**src/design/odd_lut_pkg.sv**
```systemverilog
// Purpose: constants and types for the odd gray-level duration bank
// Assumes: 16-bit load word, command code in the upper byte
// Notes:   entry for level six takes the code between seven and five

package odd_lut_pkg;
   localparam int         NUM_ENTRIES = 6;
   localparam int         CMD_MSB     = 15;
   localparam int         CMD_LSB     = 8;
   localparam int         DATA_MSB    = 7;
   localparam int         DATA_LSB    = 0;
   localparam logic [7:0] CMD_LVL10   = 8'h24;
   localparam logic [7:0] CMD_LVL9    = 8'h25;
   localparam logic [7:0] CMD_LVL8    = 8'h26;
   localparam logic [7:0] CMD_LVL7    = 8'h27;
   localparam logic [7:0] CMD_LVL6    = 8'h28;
   localparam logic [7:0] CMD_LVL5    = 8'h29;
   localparam logic [7:0] RST_LVL10   = 8'h27;
   localparam logic [7:0] RST_LVL9    = 8'h1A;
   localparam logic [7:0] RST_LVL8    = 8'h12;
   localparam logic [7:0] RST_LVL7    = 8'h0C;
   localparam logic [7:0] RST_LVL6    = 8'h08;
   localparam logic [7:0] RST_LVL5    = 8'h05;

   typedef struct packed {
      logic       valid;
      logic [7:0] code;
      logic [7:0] value;
   } load_word_t;

   typedef enum logic [2:0] {
      T_IDLE,
      T_RUN
   } timer_state_t;
endpackage : odd_lut_pkg

```
**src/design/odd_gray_pulse_lut_mid.sv**
```systemverilog
// Purpose: write-only odd gray-level duration entries five to ten
// Assumes: host keeps mode restrictions; load word arrives synchronous
// Notes:   entries are never readable; only timing outputs show them
// Summary of operation
// RULE1 - an entry value N makes its gray level last N plus one periods.
// RULE2 - code 24h loads level ten, which resets to 27h.
// RULE3 - code 25h loads level nine, which resets to 1Ah.
// RULE4 - code 26h loads level eight, which resets to 12h.
// RULE5 - code 27h loads level seven, which resets to 0Ch.
// RULE6 - level six has an entry that resets to 08h.
// RULE7 - code 29h loads level five, which resets to 05h.
// RULE8 - the host sends no such load in 4-level, 64-level or mono mode.
// RULE9 - entries are write-only with no readback path.
// RULE10 - a load is a 16-bit word, code high byte, value low byte.

`timescale 1ns/100ps

module odd_gray_pulse_lut_mid
   import odd_lut_pkg::*;
(
   input  wire logic        clk,
   input  wire logic        rst_n,
   input  wire logic        ce,
   input  wire logic        load_valid,
   input  wire logic [15:0] load_word,
   input  wire logic [2:0]  level_sel,
   input  wire logic        level_start,
   output logic             level_busy,
   output logic             level_done,
   output logic             load_hit
);
   import odd_lut_pkg::*;

   localparam logic [7:0] CODES [NUM_ENTRIES] = '{CMD_LVL5, CMD_LVL6,
      CMD_LVL7, CMD_LVL8, CMD_LVL9, CMD_LVL10};
   localparam logic [7:0] RSTS [NUM_ENTRIES] = '{RST_LVL5, RST_LVL6,
      RST_LVL7, RST_LVL8, RST_LVL9, RST_LVL10};

   load_word_t lw;
   assign lw.valid = load_valid;
   assign lw.code  = load_word[CMD_MSB:CMD_LSB];   // RULE10
   assign lw.value = load_word[DATA_MSB:DATA_LSB]; // RULE10

   // index 0 is level five, index 5 is level ten
   logic [7:0] entry_r   [NUM_ENTRIES];
   logic [7:0] entry_nxt [NUM_ENTRIES];
   logic [NUM_ENTRIES-1:0] match;
   logic hit_r, hit_nxt;

   genvar g;
   generate
      for (g = 0; g < NUM_ENTRIES; g++) begin : g_entry
         assign match[g] = lw.valid && (lw.code == CODES[g]);
         always_comb begin
            entry_nxt[g] = match[g] ? lw.value : entry_r[g]; // RULE2 RULE3 RULE4 RULE5 RULE6 RULE7
         end
         always_ff @(posedge clk or negedge rst_n) begin
            if (!rst_n) begin
               entry_r[g] <= RSTS[g]; // RULE2 RULE3 RULE4 RULE5 RULE6 RULE7
            end else if (ce) begin
               entry_r[g] <= entry_nxt[g];
            end
         end
      end
   endgenerate

   always_comb begin
      hit_nxt = |match;
   end
   always_ff @(posedge clk or negedge rst_n) begin
      if (!rst_n) begin
         hit_r <= 1'b0;
      end else if (ce) begin
         hit_r <= hit_nxt;
      end
   end
   assign load_hit = hit_r;

   // entry value feeds the timer only; there is no read port
   logic [7:0] sel_duration;
   always_comb begin
      sel_duration = (level_sel < 3'(NUM_ENTRIES)) ? entry_r[level_sel]
                                                    : entry_r[0]; // RULE9
   end

   gray_period_timer u_timer (
      .clk      (clk),
      .rst_n    (rst_n),
      .ce       (ce),
      .start    (level_start),
      .duration (sel_duration), // RULE1
      .busy     (level_busy),
      .done     (level_done)
   );

   // codes 24h..29h form one contiguous block
   logic code_in_bank;
   assign code_in_bank = (load_word[CMD_MSB:CMD_LSB] >= CMD_LVL10)
                      && (load_word[CMD_MSB:CMD_LSB] <= CMD_LVL5);
endmodule : odd_gray_pulse_lut_mid

```
**src/design/gray_period_timer.sv**
```systemverilog
// Purpose: times one gray level as entry value plus one clock periods
// Assumes: clk is the gray-step clock
// Notes:   start is ignored while a period is running

`timescale 1ns/100ps

module gray_period_timer
   import odd_lut_pkg::*;
(
   input  wire logic       clk,
   input  wire logic       rst_n,
   input  wire logic       ce,
   input  wire logic       start,
   input  wire logic [7:0] duration,
   output logic            busy,
   output logic            done
);
   import odd_lut_pkg::*;

   timer_state_t st_r, st_nxt;
   logic [7:0]   cnt_r, cnt_nxt;
   logic         done_r, done_nxt;

   always_comb begin
      st_nxt   = st_r;
      cnt_nxt  = cnt_r;
      done_nxt = 1'b0;
      case (st_r)
         T_IDLE: begin
            if (start) begin
               cnt_nxt = duration; // RULE1
               st_nxt  = T_RUN;
            end
         end
         T_RUN: begin
            if (cnt_r == 8'h00) begin
               st_nxt   = T_IDLE;
               done_nxt = 1'b1;
            end else begin
               cnt_nxt = cnt_r - 8'h01;
            end
         end
         default: st_nxt = T_IDLE;
      endcase
   end

   always_ff @(posedge clk or negedge rst_n) begin
      if (!rst_n) begin
         st_r   <= T_IDLE;
         cnt_r  <= 8'h00;
         done_r <= 1'b0;
      end else if (ce) begin
         st_r   <= st_nxt;
         cnt_r  <= cnt_nxt;
         done_r <= done_nxt;
      end
   end

   assign busy = (st_r == T_RUN);
   assign done = done_r;

   // busy lasts exactly duration+1 enabled cycles
   logic [8:0] run_len_r;
   always_ff @(posedge clk or negedge rst_n) begin
      if (!rst_n) begin
         run_len_r <= 9'h000;
      end else if (ce) begin
         run_len_r <= busy ? run_len_r + 9'h001 : 9'h000;
      end
   end

   logic [7:0] duration_at_start_r;

   always_ff @(posedge clk or negedge rst_n) begin
      if (!rst_n) begin
         duration_at_start_r <= 8'h00;
      end else if (ce && st_r == T_IDLE && start) begin
         duration_at_start_r <= duration;
      end
   end
endmodule : gray_period_timer

```
**config.mk**
```make
export PLATFORM = sky130hd
export DESIGN_NAME = odd_gray_pulse_lut_mid
export DESIGN_NICKNAME = d
export VERILOG_FILES = /design/src/design/odd_lut_pkg.sv /design/src/design/odd_gray_pulse_lut_mid.sv /design/src/design/gray_period_timer.sv
export SDC_FILE = /design/constraint.sdc
export NUM_CORES = 1
export LEC_CHECK = 0
export BUFFER_PORTS_ARGS = -buffer_cell sky130_fd_sc_hd__buf_2
export CORE_MARGIN = 2
export CORE_UTILIZATION = 45
export CTS_CLUSTER_SIZE = 16
export DETAILED_ROUTE_END_ITERATION = 6
export PLACE_DENSITY = 0.62
export SYNTH_ARGS = -nofsm -noshare
export SYNTH_HDL_FRONTEND = slang
export SYNTH_SLANG_ARGS = --single-unit
```
**constraint.sdc**
```tcl
create_clock -name clk -period 2.64 [get_ports clk]
set_clock_uncertainty 0.15 [all_clocks]
set_input_delay 0.264 -clock clk [delete_from_list [all_inputs] [get_ports clk]]
set_output_delay 0.264 -clock clk [all_outputs]
set_load 0.005 [all_outputs]
```
==> summary.txt, run 1 <==
status = finished clean
overall routing resource usage = 18.4%
pre-CTS setup slack = 0.434 ns
P&R area growth vs syn = 14.8%
nets = 289
CTS Buf Count = 9
Avg Cell Area, Syn = 13.4 sq um
Max FO, Critical Path = 17
average routed wire per standard cell = 17.4 microns
mapped cell area = 0.00305 sq mm
slowest CP cell = o21ai_0
Post-synth EDFFs = 0
height of the die = 86.3 microns
FP Rows = 30
die area = 0.00745 sq mm
initial antenna violation count = 0
first-pass GRT wire length = 10.4 mm
drt pass-1 iters = 4
FFs w/ async S/R, synth = 100%
gr busiest metal = met2
Initial Util = 45.7%
unrepaired setup endpoints after global routing = false
Max clock buf depth = 2
Post-synth top flop = dfrtp_1
leakage power = 1.65 nW
root buffer selected by CTS = clkbuf_8
sequential share of the synthesized area = 49.0%
pin count of the biggest net entering global routing = 60
Worst VDD drop = 0.351 mV
crit path DAT = 2.17 ns
Final Cycle Share = 80.6%
DRC violations left = 0
Die Width = 86.3 microns
vias in the first global route = 1,998
Reg clk slew, reported paths = 0.08 ns
Non-Filler Instances = 349
Hold WC Path Type = in2reg
initial drt markers = 111
M1 GR Usage = 24.9%
met2 global-route usage = 29.0%
post-synth net total = 253
via/cell ratio = 5.52
global placement routability congestion = 0.780
startpoint types = flop
min cycle time layout = 2.13 ns
CTS H-Tree Depth = 3
number of buffers and inverters on the critical path = 0
DP Wirelength = 4.16 mm
CTS tree = built
total number of vias = 1,925
ant diodes = 0
I/O pins = 27
Final Hold Viols = 0
DRT antenna net count = 0
f_max = 0.470 GHz
Setup TNS = 0 ns
max_slew headroom = 50.5%
# clock sinks = 59
design area = 0.00350 sq mm
Post CTS Setup Buffer Count = 0
Routed WL = 6.09 mm
# placed instances = 332
post-route setup slack = 0.511 ns
worst skew pair latency = 0.34 ns
Final Slew Violations = 0
power per cell area = 712 mW/mm^2
worst-margin pin slew = 0.743 ns
endpoint class of the critical path = flop
GR Layer Usage met3 = 4.86%
Top delay family on crit path = compound AO/OA/AOI/OAI gates
GRT overflow = 0
endpoints failing setup = 0
core area = 0.00668 sq mm
CP Cell Sequence = o21ai_0 -> nor2_1 -> a221oi_1 -> a21oi_1
Post-DP Area = 0.00327 sq mm
flops & latches, synth = 59
layout cells sized above 1 = 50.9%
Worst Setup Path Type = reg2reg
CP peak stage delay = 0.60 ns
maxcap violations = 0
IO buf count = 26
required time worst endpoint = 2.68 ns
Cells after Synth = 228
count of cell types in the netlist = 45
Syn. warnings = 0
area by class of cell:
cell class                      count  area (sq um)
Fill cell                         597          3180
Clock buffer                        9           124
Clock inverter                      7          92.6
Sequential cell                    59          1490
Inverter                            5          18.8
Timing Repair Buffer               33           185
Tap cell                           80           100
Multi-Input combinational cell    156          1490
worst reg2reg max path, cell delays in order (launching register included):
cell	delay (ns)
dfrtp_1	0.57
o21ai_0	0.60
nor2_1	0.30
a221oi_1	0.30
a21oi_1	0.06
synthesized netlist by cell type, types with 2 or more instances:
cell type	instances	share of area (%)
dfrtp_1	45	37
mux2_2	42	16
mux2_4	16	7.9
nand2_1	15	1.8
dfstp_2	14	12
o21ai_0	11	1.8
mux2i_1	9	3.0
mux4_2	6	4.4
inv_1	5	0.62
nor2_1	5	0.62
o211ai_1	5	1.2
or3_1	4	0.82
a21oi_1	3	0.49
a221oi_1	3	0.86
clkbuf_1	3	0.37
nand3_1	3	0.49
nor2b_1	3	0.62
buf_2	2	0.33
buf_6	2	0.74
nand4_1	2	0.41
nor2_2	2	0.41
nor3_1	2	0.33
nor3_2	2	0.66
o2bb2ai_1	2	0.57
or2b_2	2	0.57
placed cells by master (no fill, tap or decap), types with 2 or more instances in the layout:
| master | instances |
|---|---|
| mux2i_1 | 9 |
| a21oi_1 | 3 |
| o211ai_1 | 5 |
| nor2b_1 | 3 |
| o2bb2ai_1 | 2 |
| nand2_1 | 15 |
| or3_1 | 4 |
| buf_4 | 6 |
| mux4_2 | 6 |
| dfstp_2 | 14 |
| a221oi_1 | 3 |
| nor3_1 | 2 |
| or2b_2 | 2 |
| o21ai_0 | 11 |
| nand4_1 | 2 |
| mux2_4 | 16 |
| clkinvlp_4 | 3 |
| buf_2 | 26 |
| mux2_2 | 42 |
| dfrtp_1 | 45 |
| clkinv_2 | 2 |
| inv_1 | 5 |
| clkbuf_8 | 9 |
| nand3_1 | 3 |
| bufinv_16 | 2 |
| nor2_1 | 5 |
| nor3_2 | 2 |
| nor2_2 | 2 |
repair_timing:
action	4_1_cts	5_1_grt
hold buffers	1	0
resized for setup	0	0
hold endpoints to repair	45	0
setup endpoints to repair	0	0
state kept, by name, summed over array words and instances, names as in the netlist:
name / count
entry_r: 48
u_timer.st_r: 1
u_timer.cnt_r: 8
u_timer.done: 1
load_hit: 1
layer usage:
| layer | vias to the layer above | wire length, microns | part of all wire [%] |
|---|---|---|---|
| met5 | - | 0 | 0 |
| met3 | 8 | 217 | 3.6 |
| li1 | 924 | - | - |
| met4 | 0 | 69 | 1.1 |
| met1 | 965 | 2890 | 47 |
| met2 | 28 | 2910 | 48 |
power by group:
| group | switching, mW | internal [mW] | total, mW |
|---|---|---|---|
| combinational | 0.242 | 0.240 | 0.481 |
| clock | 0.371 | 0.527 | 0.898 |
| sequential | 0.114 | 0.999 | 1.11 |
final timing paths:
kind | start | endpoint | slack (ns) | depth (start not counted)
max | u_timer.st_r[0]$_DFFE_PN0P_ | u_timer.cnt_r[7]$_DFFE_PN0P_ | 0.51 | 4
min | load_valid | load_hit$_DFFE_PN0P_ | 0.07 | 3
max reg2reg | u_timer.st_r[0]$_DFFE_PN0P_ | u_timer.cnt_r[7]$_DFFE_PN0P_ | 0.51 | 4
min reg2reg | entry_r[22]$_DFFE_PN0P_ | entry_r[22]$_DFFE_PN0P_ | 0.35 | 1
max in group asynchronous | rst_n | entry_r[38]$_DFFE_PN0P_ | 1.39 | 3
min in group asynchronous | rst_n | load_hit$_DFFE_PN0P_ | 0.45 | 3
kinds of logic (layout without fill, tap and decap cells):
logic type      Yosys count  in the layout  share of synthesized area, %
compound gates           32             32                          7.01
xor+xnor                  1              1                         0.287
fa+ha+maj                 1              1                         0.410
buf+inv                  13             54                          2.30
flops                    59             59                          49.0
mux                      73             73                          30.8
simple gates             49             49                          10.3
metrics by stage:
stage / hold WS, ns / utilization, % / power (mW)
final: 0.0676 / 52.4 / 2.49
after CTS: 0.0532 / 52.4 / 2.53
after global placement: 0.314 / 49.0 / 1.60
after global routing: 0.0704 / 52.4 / 2.66
after floorplan: -0.182 / - / 1.44
after detailed placement: 0.315 / 49.0 / 1.61
No activity file was read; power rests on OpenSTA's default activity.
==> run 2: changes to the inputs <==
--- a/config.mk
+++ b/config.mk
@@ -10,7 +10,7 @@
 export CORE_UTILIZATION = 45
 export CTS_CLUSTER_SIZE = 16
 export DETAILED_ROUTE_END_ITERATION = 6
-export PLACE_DENSITY = 0.62
+export PLACE_DENSITY = 0.64
 export SYNTH_ARGS = -nofsm -noshare
 export SYNTH_HDL_FRONTEND = slang
 export SYNTH_SLANG_ARGS = --single-unit
==> constraint.sdc (replaced) <==
create_clock -name clk -period 1.8 [get_ports clk]
set_clock_uncertainty 0.15 [all_clocks]
set_input_delay 0.18 -clock clk [delete_from_list [all_inputs] [get_ports clk]]
set_output_delay 0.18 -clock clk [all_outputs]
set_load 0.005 [all_outputs]
==> run 2 against run 1 <==
The run now ends with setup timing left. Core utilization grew 4.8 points. Non-clock buffer count increased by 29. Fmax grew 15%.
==> summary.txt, run 2 (same netlist as run 1, synthesis figures left out) <==
status = finished with violations
failing checks = setup timing
die area = 0.00745 sq mm (unchanged)
pin count of the biggest net entering global routing = 24 (-60%)
reg-to-reg critical path startpoint = u_timer.cnt_r[2]$_DFFE_PN0P_
Final Slew Violations = 0 (unchanged)
via/cell ratio = 5.47 (-0.89%)
Initial Util = 45.7% (unchanged)
CP peak stage delay = 0.54 ns (-0.06 ns)
Top delay family on crit path = simple AND/OR/NAND/NOR gates
initial antenna violation count = 0 (unchanged)
Post CTS Setup Buffer Count = 0 (unchanged)
endpoints failing setup = 1 (+1)
total number of vias = 2,061 (+7.1%)
overall routing resource usage = 19.0% (+0.57 points)
f_max = 0.542 GHz (+15%)
post-route setup slack = -0.0438 ns (-0.555 ns)
combinational share of power = 27.7% (+8.4 points)
drt pass-1 iters = 4 (unchanged)
power per cell area = 1000 mW/mm^2 (+41%)
CTS Buf Count = 9 (unchanged)
startpoint types = flop
Die Width = 86.3 microns (unchanged)
core area = 0.00668 sq mm (unchanged)
I/O pins = 27 (unchanged)
CTS H-Tree Depth = 3 (unchanged)
endpoint class of the critical path = flop
required time worst endpoint = 1.84 ns (-0.84 ns)
root buffer selected by CTS = clkbuf_8
global placement routability congestion = 0.752 (-3.5%)
Worst Setup Path Type = reg2reg
Max clock buf depth = 2 (unchanged)
maxcap violations = 0 (unchanged)
initial drt markers = 28 (-75%)
DP Wirelength = 4.55 mm (+9.4%)
unrepaired setup endpoints after global routing = true
# clock sinks = 59 (unchanged)
Psw = 1.11 mW (+53%)
worst-margin pin slew = 0.558 ns (-0.184 ns)
Final Hold Viols = 0 (unchanged)
Cell Int Power = 2.73 mW (+55%)
leakage power = 1.81 nW (+9.8%)
ant diodes = 0 (unchanged)
Sw Ratio = 28.9% (-0.24 points)
DRC violations left = 0 (unchanged)
IO buf count = 26 (unchanged)
DRT antenna net count = 0 (unchanged)
min-delay src = load_word[0]
slowest CP cell = or4_4
Reg clk slew, reported paths = 0.06 ns (-0.02 ns)
Final Cycle Share = 102% (+22 points)
# fillers = 565 (-5.4%)
height of the die = 86.3 microns (unchanged)
worst hold margin = 0.0140 ns (-0.0536 ns)
sequential share of power = 41.1% (-3.6 points)
Clk network pwr share = 31.1% (-4.9 points)
max reg flops = 48 (unchanged)
layout cells sized above 1 = 54.9% (+4.0 points)
first-pass GRT wire length = 10.8 mm (+4.3%)
FP Rows = 30 (unchanged)
worst skew pair latency = 0.33 ns (about the same)
most common cell after layout, fill and taps aside = dfrtp_1
max_slew headroom = 62.6% (+12 points)
Hold WC Path Type = in2reg
most frequent cells in the layout = dfrtp_1, mux2_2, buf_2
P&R area growth vs syn = 25.3%
top flop regs = entry_r x48, u_timer.cnt_r x8
Max FO, Critical Path = 2 (-15)
design area = 0.00382 sq mm (+9.1%)
Biggest register = entry_r
min cycle time layout = 1.84 ns (-0.285 ns)
nets = 318 (+10%)
Post-DP Area = 0.00350 sq mm (+6.9%)
number of buffers and inverters on the critical path = 0 (unchanged)
Routed WL = 6.46 mm (+6.2%)
GRT overflow = 0 (unchanged)
CTS tree = built
vias in the first global route = 2,178 (+9.0%)
Worst VDD drop = 0.530 mV (+51%)
Setup TNS = -0.0438 ns (-0.0438 ns)
crit path DAT = 1.88 ns (-0.29 ns)
critical path startpoint = u_timer.cnt_r[2]$_DFFE_PN0P_
CP Cell Sequence = or4_4 -> or3_4 -> a221oi_2 -> a21oi_1
average routed wire per standard cell = 17.1 microns (-1.7%)
run 2: power groups by stage:
stage / Combinational, mW / Sequential, mW / Clock (mW)
floorplan: 0.533 / 1.60 / 0
global placement: 0.970 / 1.58 / 0
detailed placement: 0.986 / 1.59 / 0
CTS: 1.04 / 1.57 / 1.23
global route: 1.18 / 1.59 / 1.28
finish: 1.06 / 1.58 / 1.20
run 2: final timing paths:
| kind | end | slack (ns) | cells after the start |
|---|---|---|---|
| worst min register to register | entry_r[24]$_DFFE_PN0P_ | 0.35 | 1 |
| worst max register to register | u_timer.cnt_r[7]$_DFFE_PN0P_ | -0.04 | 4 |
| min in group asynchronous | u_timer.done$_DFFE_PN0P_ | 0.23 | 2 |
| worst max-delay path | u_timer.cnt_r[7]$_DFFE_PN0P_ | -0.04 | 4 |
| worst min-delay path | entry_r[8]$_DFFE_PN0P_ | 0.01 | 2 |
| max in group asynchronous | entry_r[5]$_DFFE_PN1P_ | 0.65 | 3 |
run 2: what timing repair did:
item,in CTS,in global routing
gates resized for setup,3,8
hold buffers,8,0
cloned,0,0
endpoints found under the setup margin,4,13
pin swaps,0,4
hold endpoints to repair,29,0
run 2: per-layer routing:
layer	vias up	GRT usage, %	share of wire [%]
met2	34	30.2	47
li1	980	-	-
met5	-	0	0
met4	0	6.11	0.88
met1	1041	25.7	49
met3	6	4.57	3.0
run 2: layout make-up:
cell class                 count  area, sq um  area share [%]
clock inverter                 2         35.0           0.917
inverter                       5         18.8           0.491
tap                           80          100            2.62
clock buffer                  13          159            4.16
sequential                    59         1490            39.1
timing repair buffer          62          482            12.6
multi-input combinational    156         1530            40.1
run 2: through the flow:
step	instances	power [mW]	util, %	setup slack (ns)
5_1_grt	377	4.06	57.2	-0.115
2_1_floorplan	228	2.13	-	-0.0107
4_1_cts	377	3.84	56.7	-0.0532
3_3_place_gp	354	2.55	52.4	-0.111
6_report	377	3.84	57.2	-0.0438
3_5_place_dp	354	2.57	52.4	-0.156
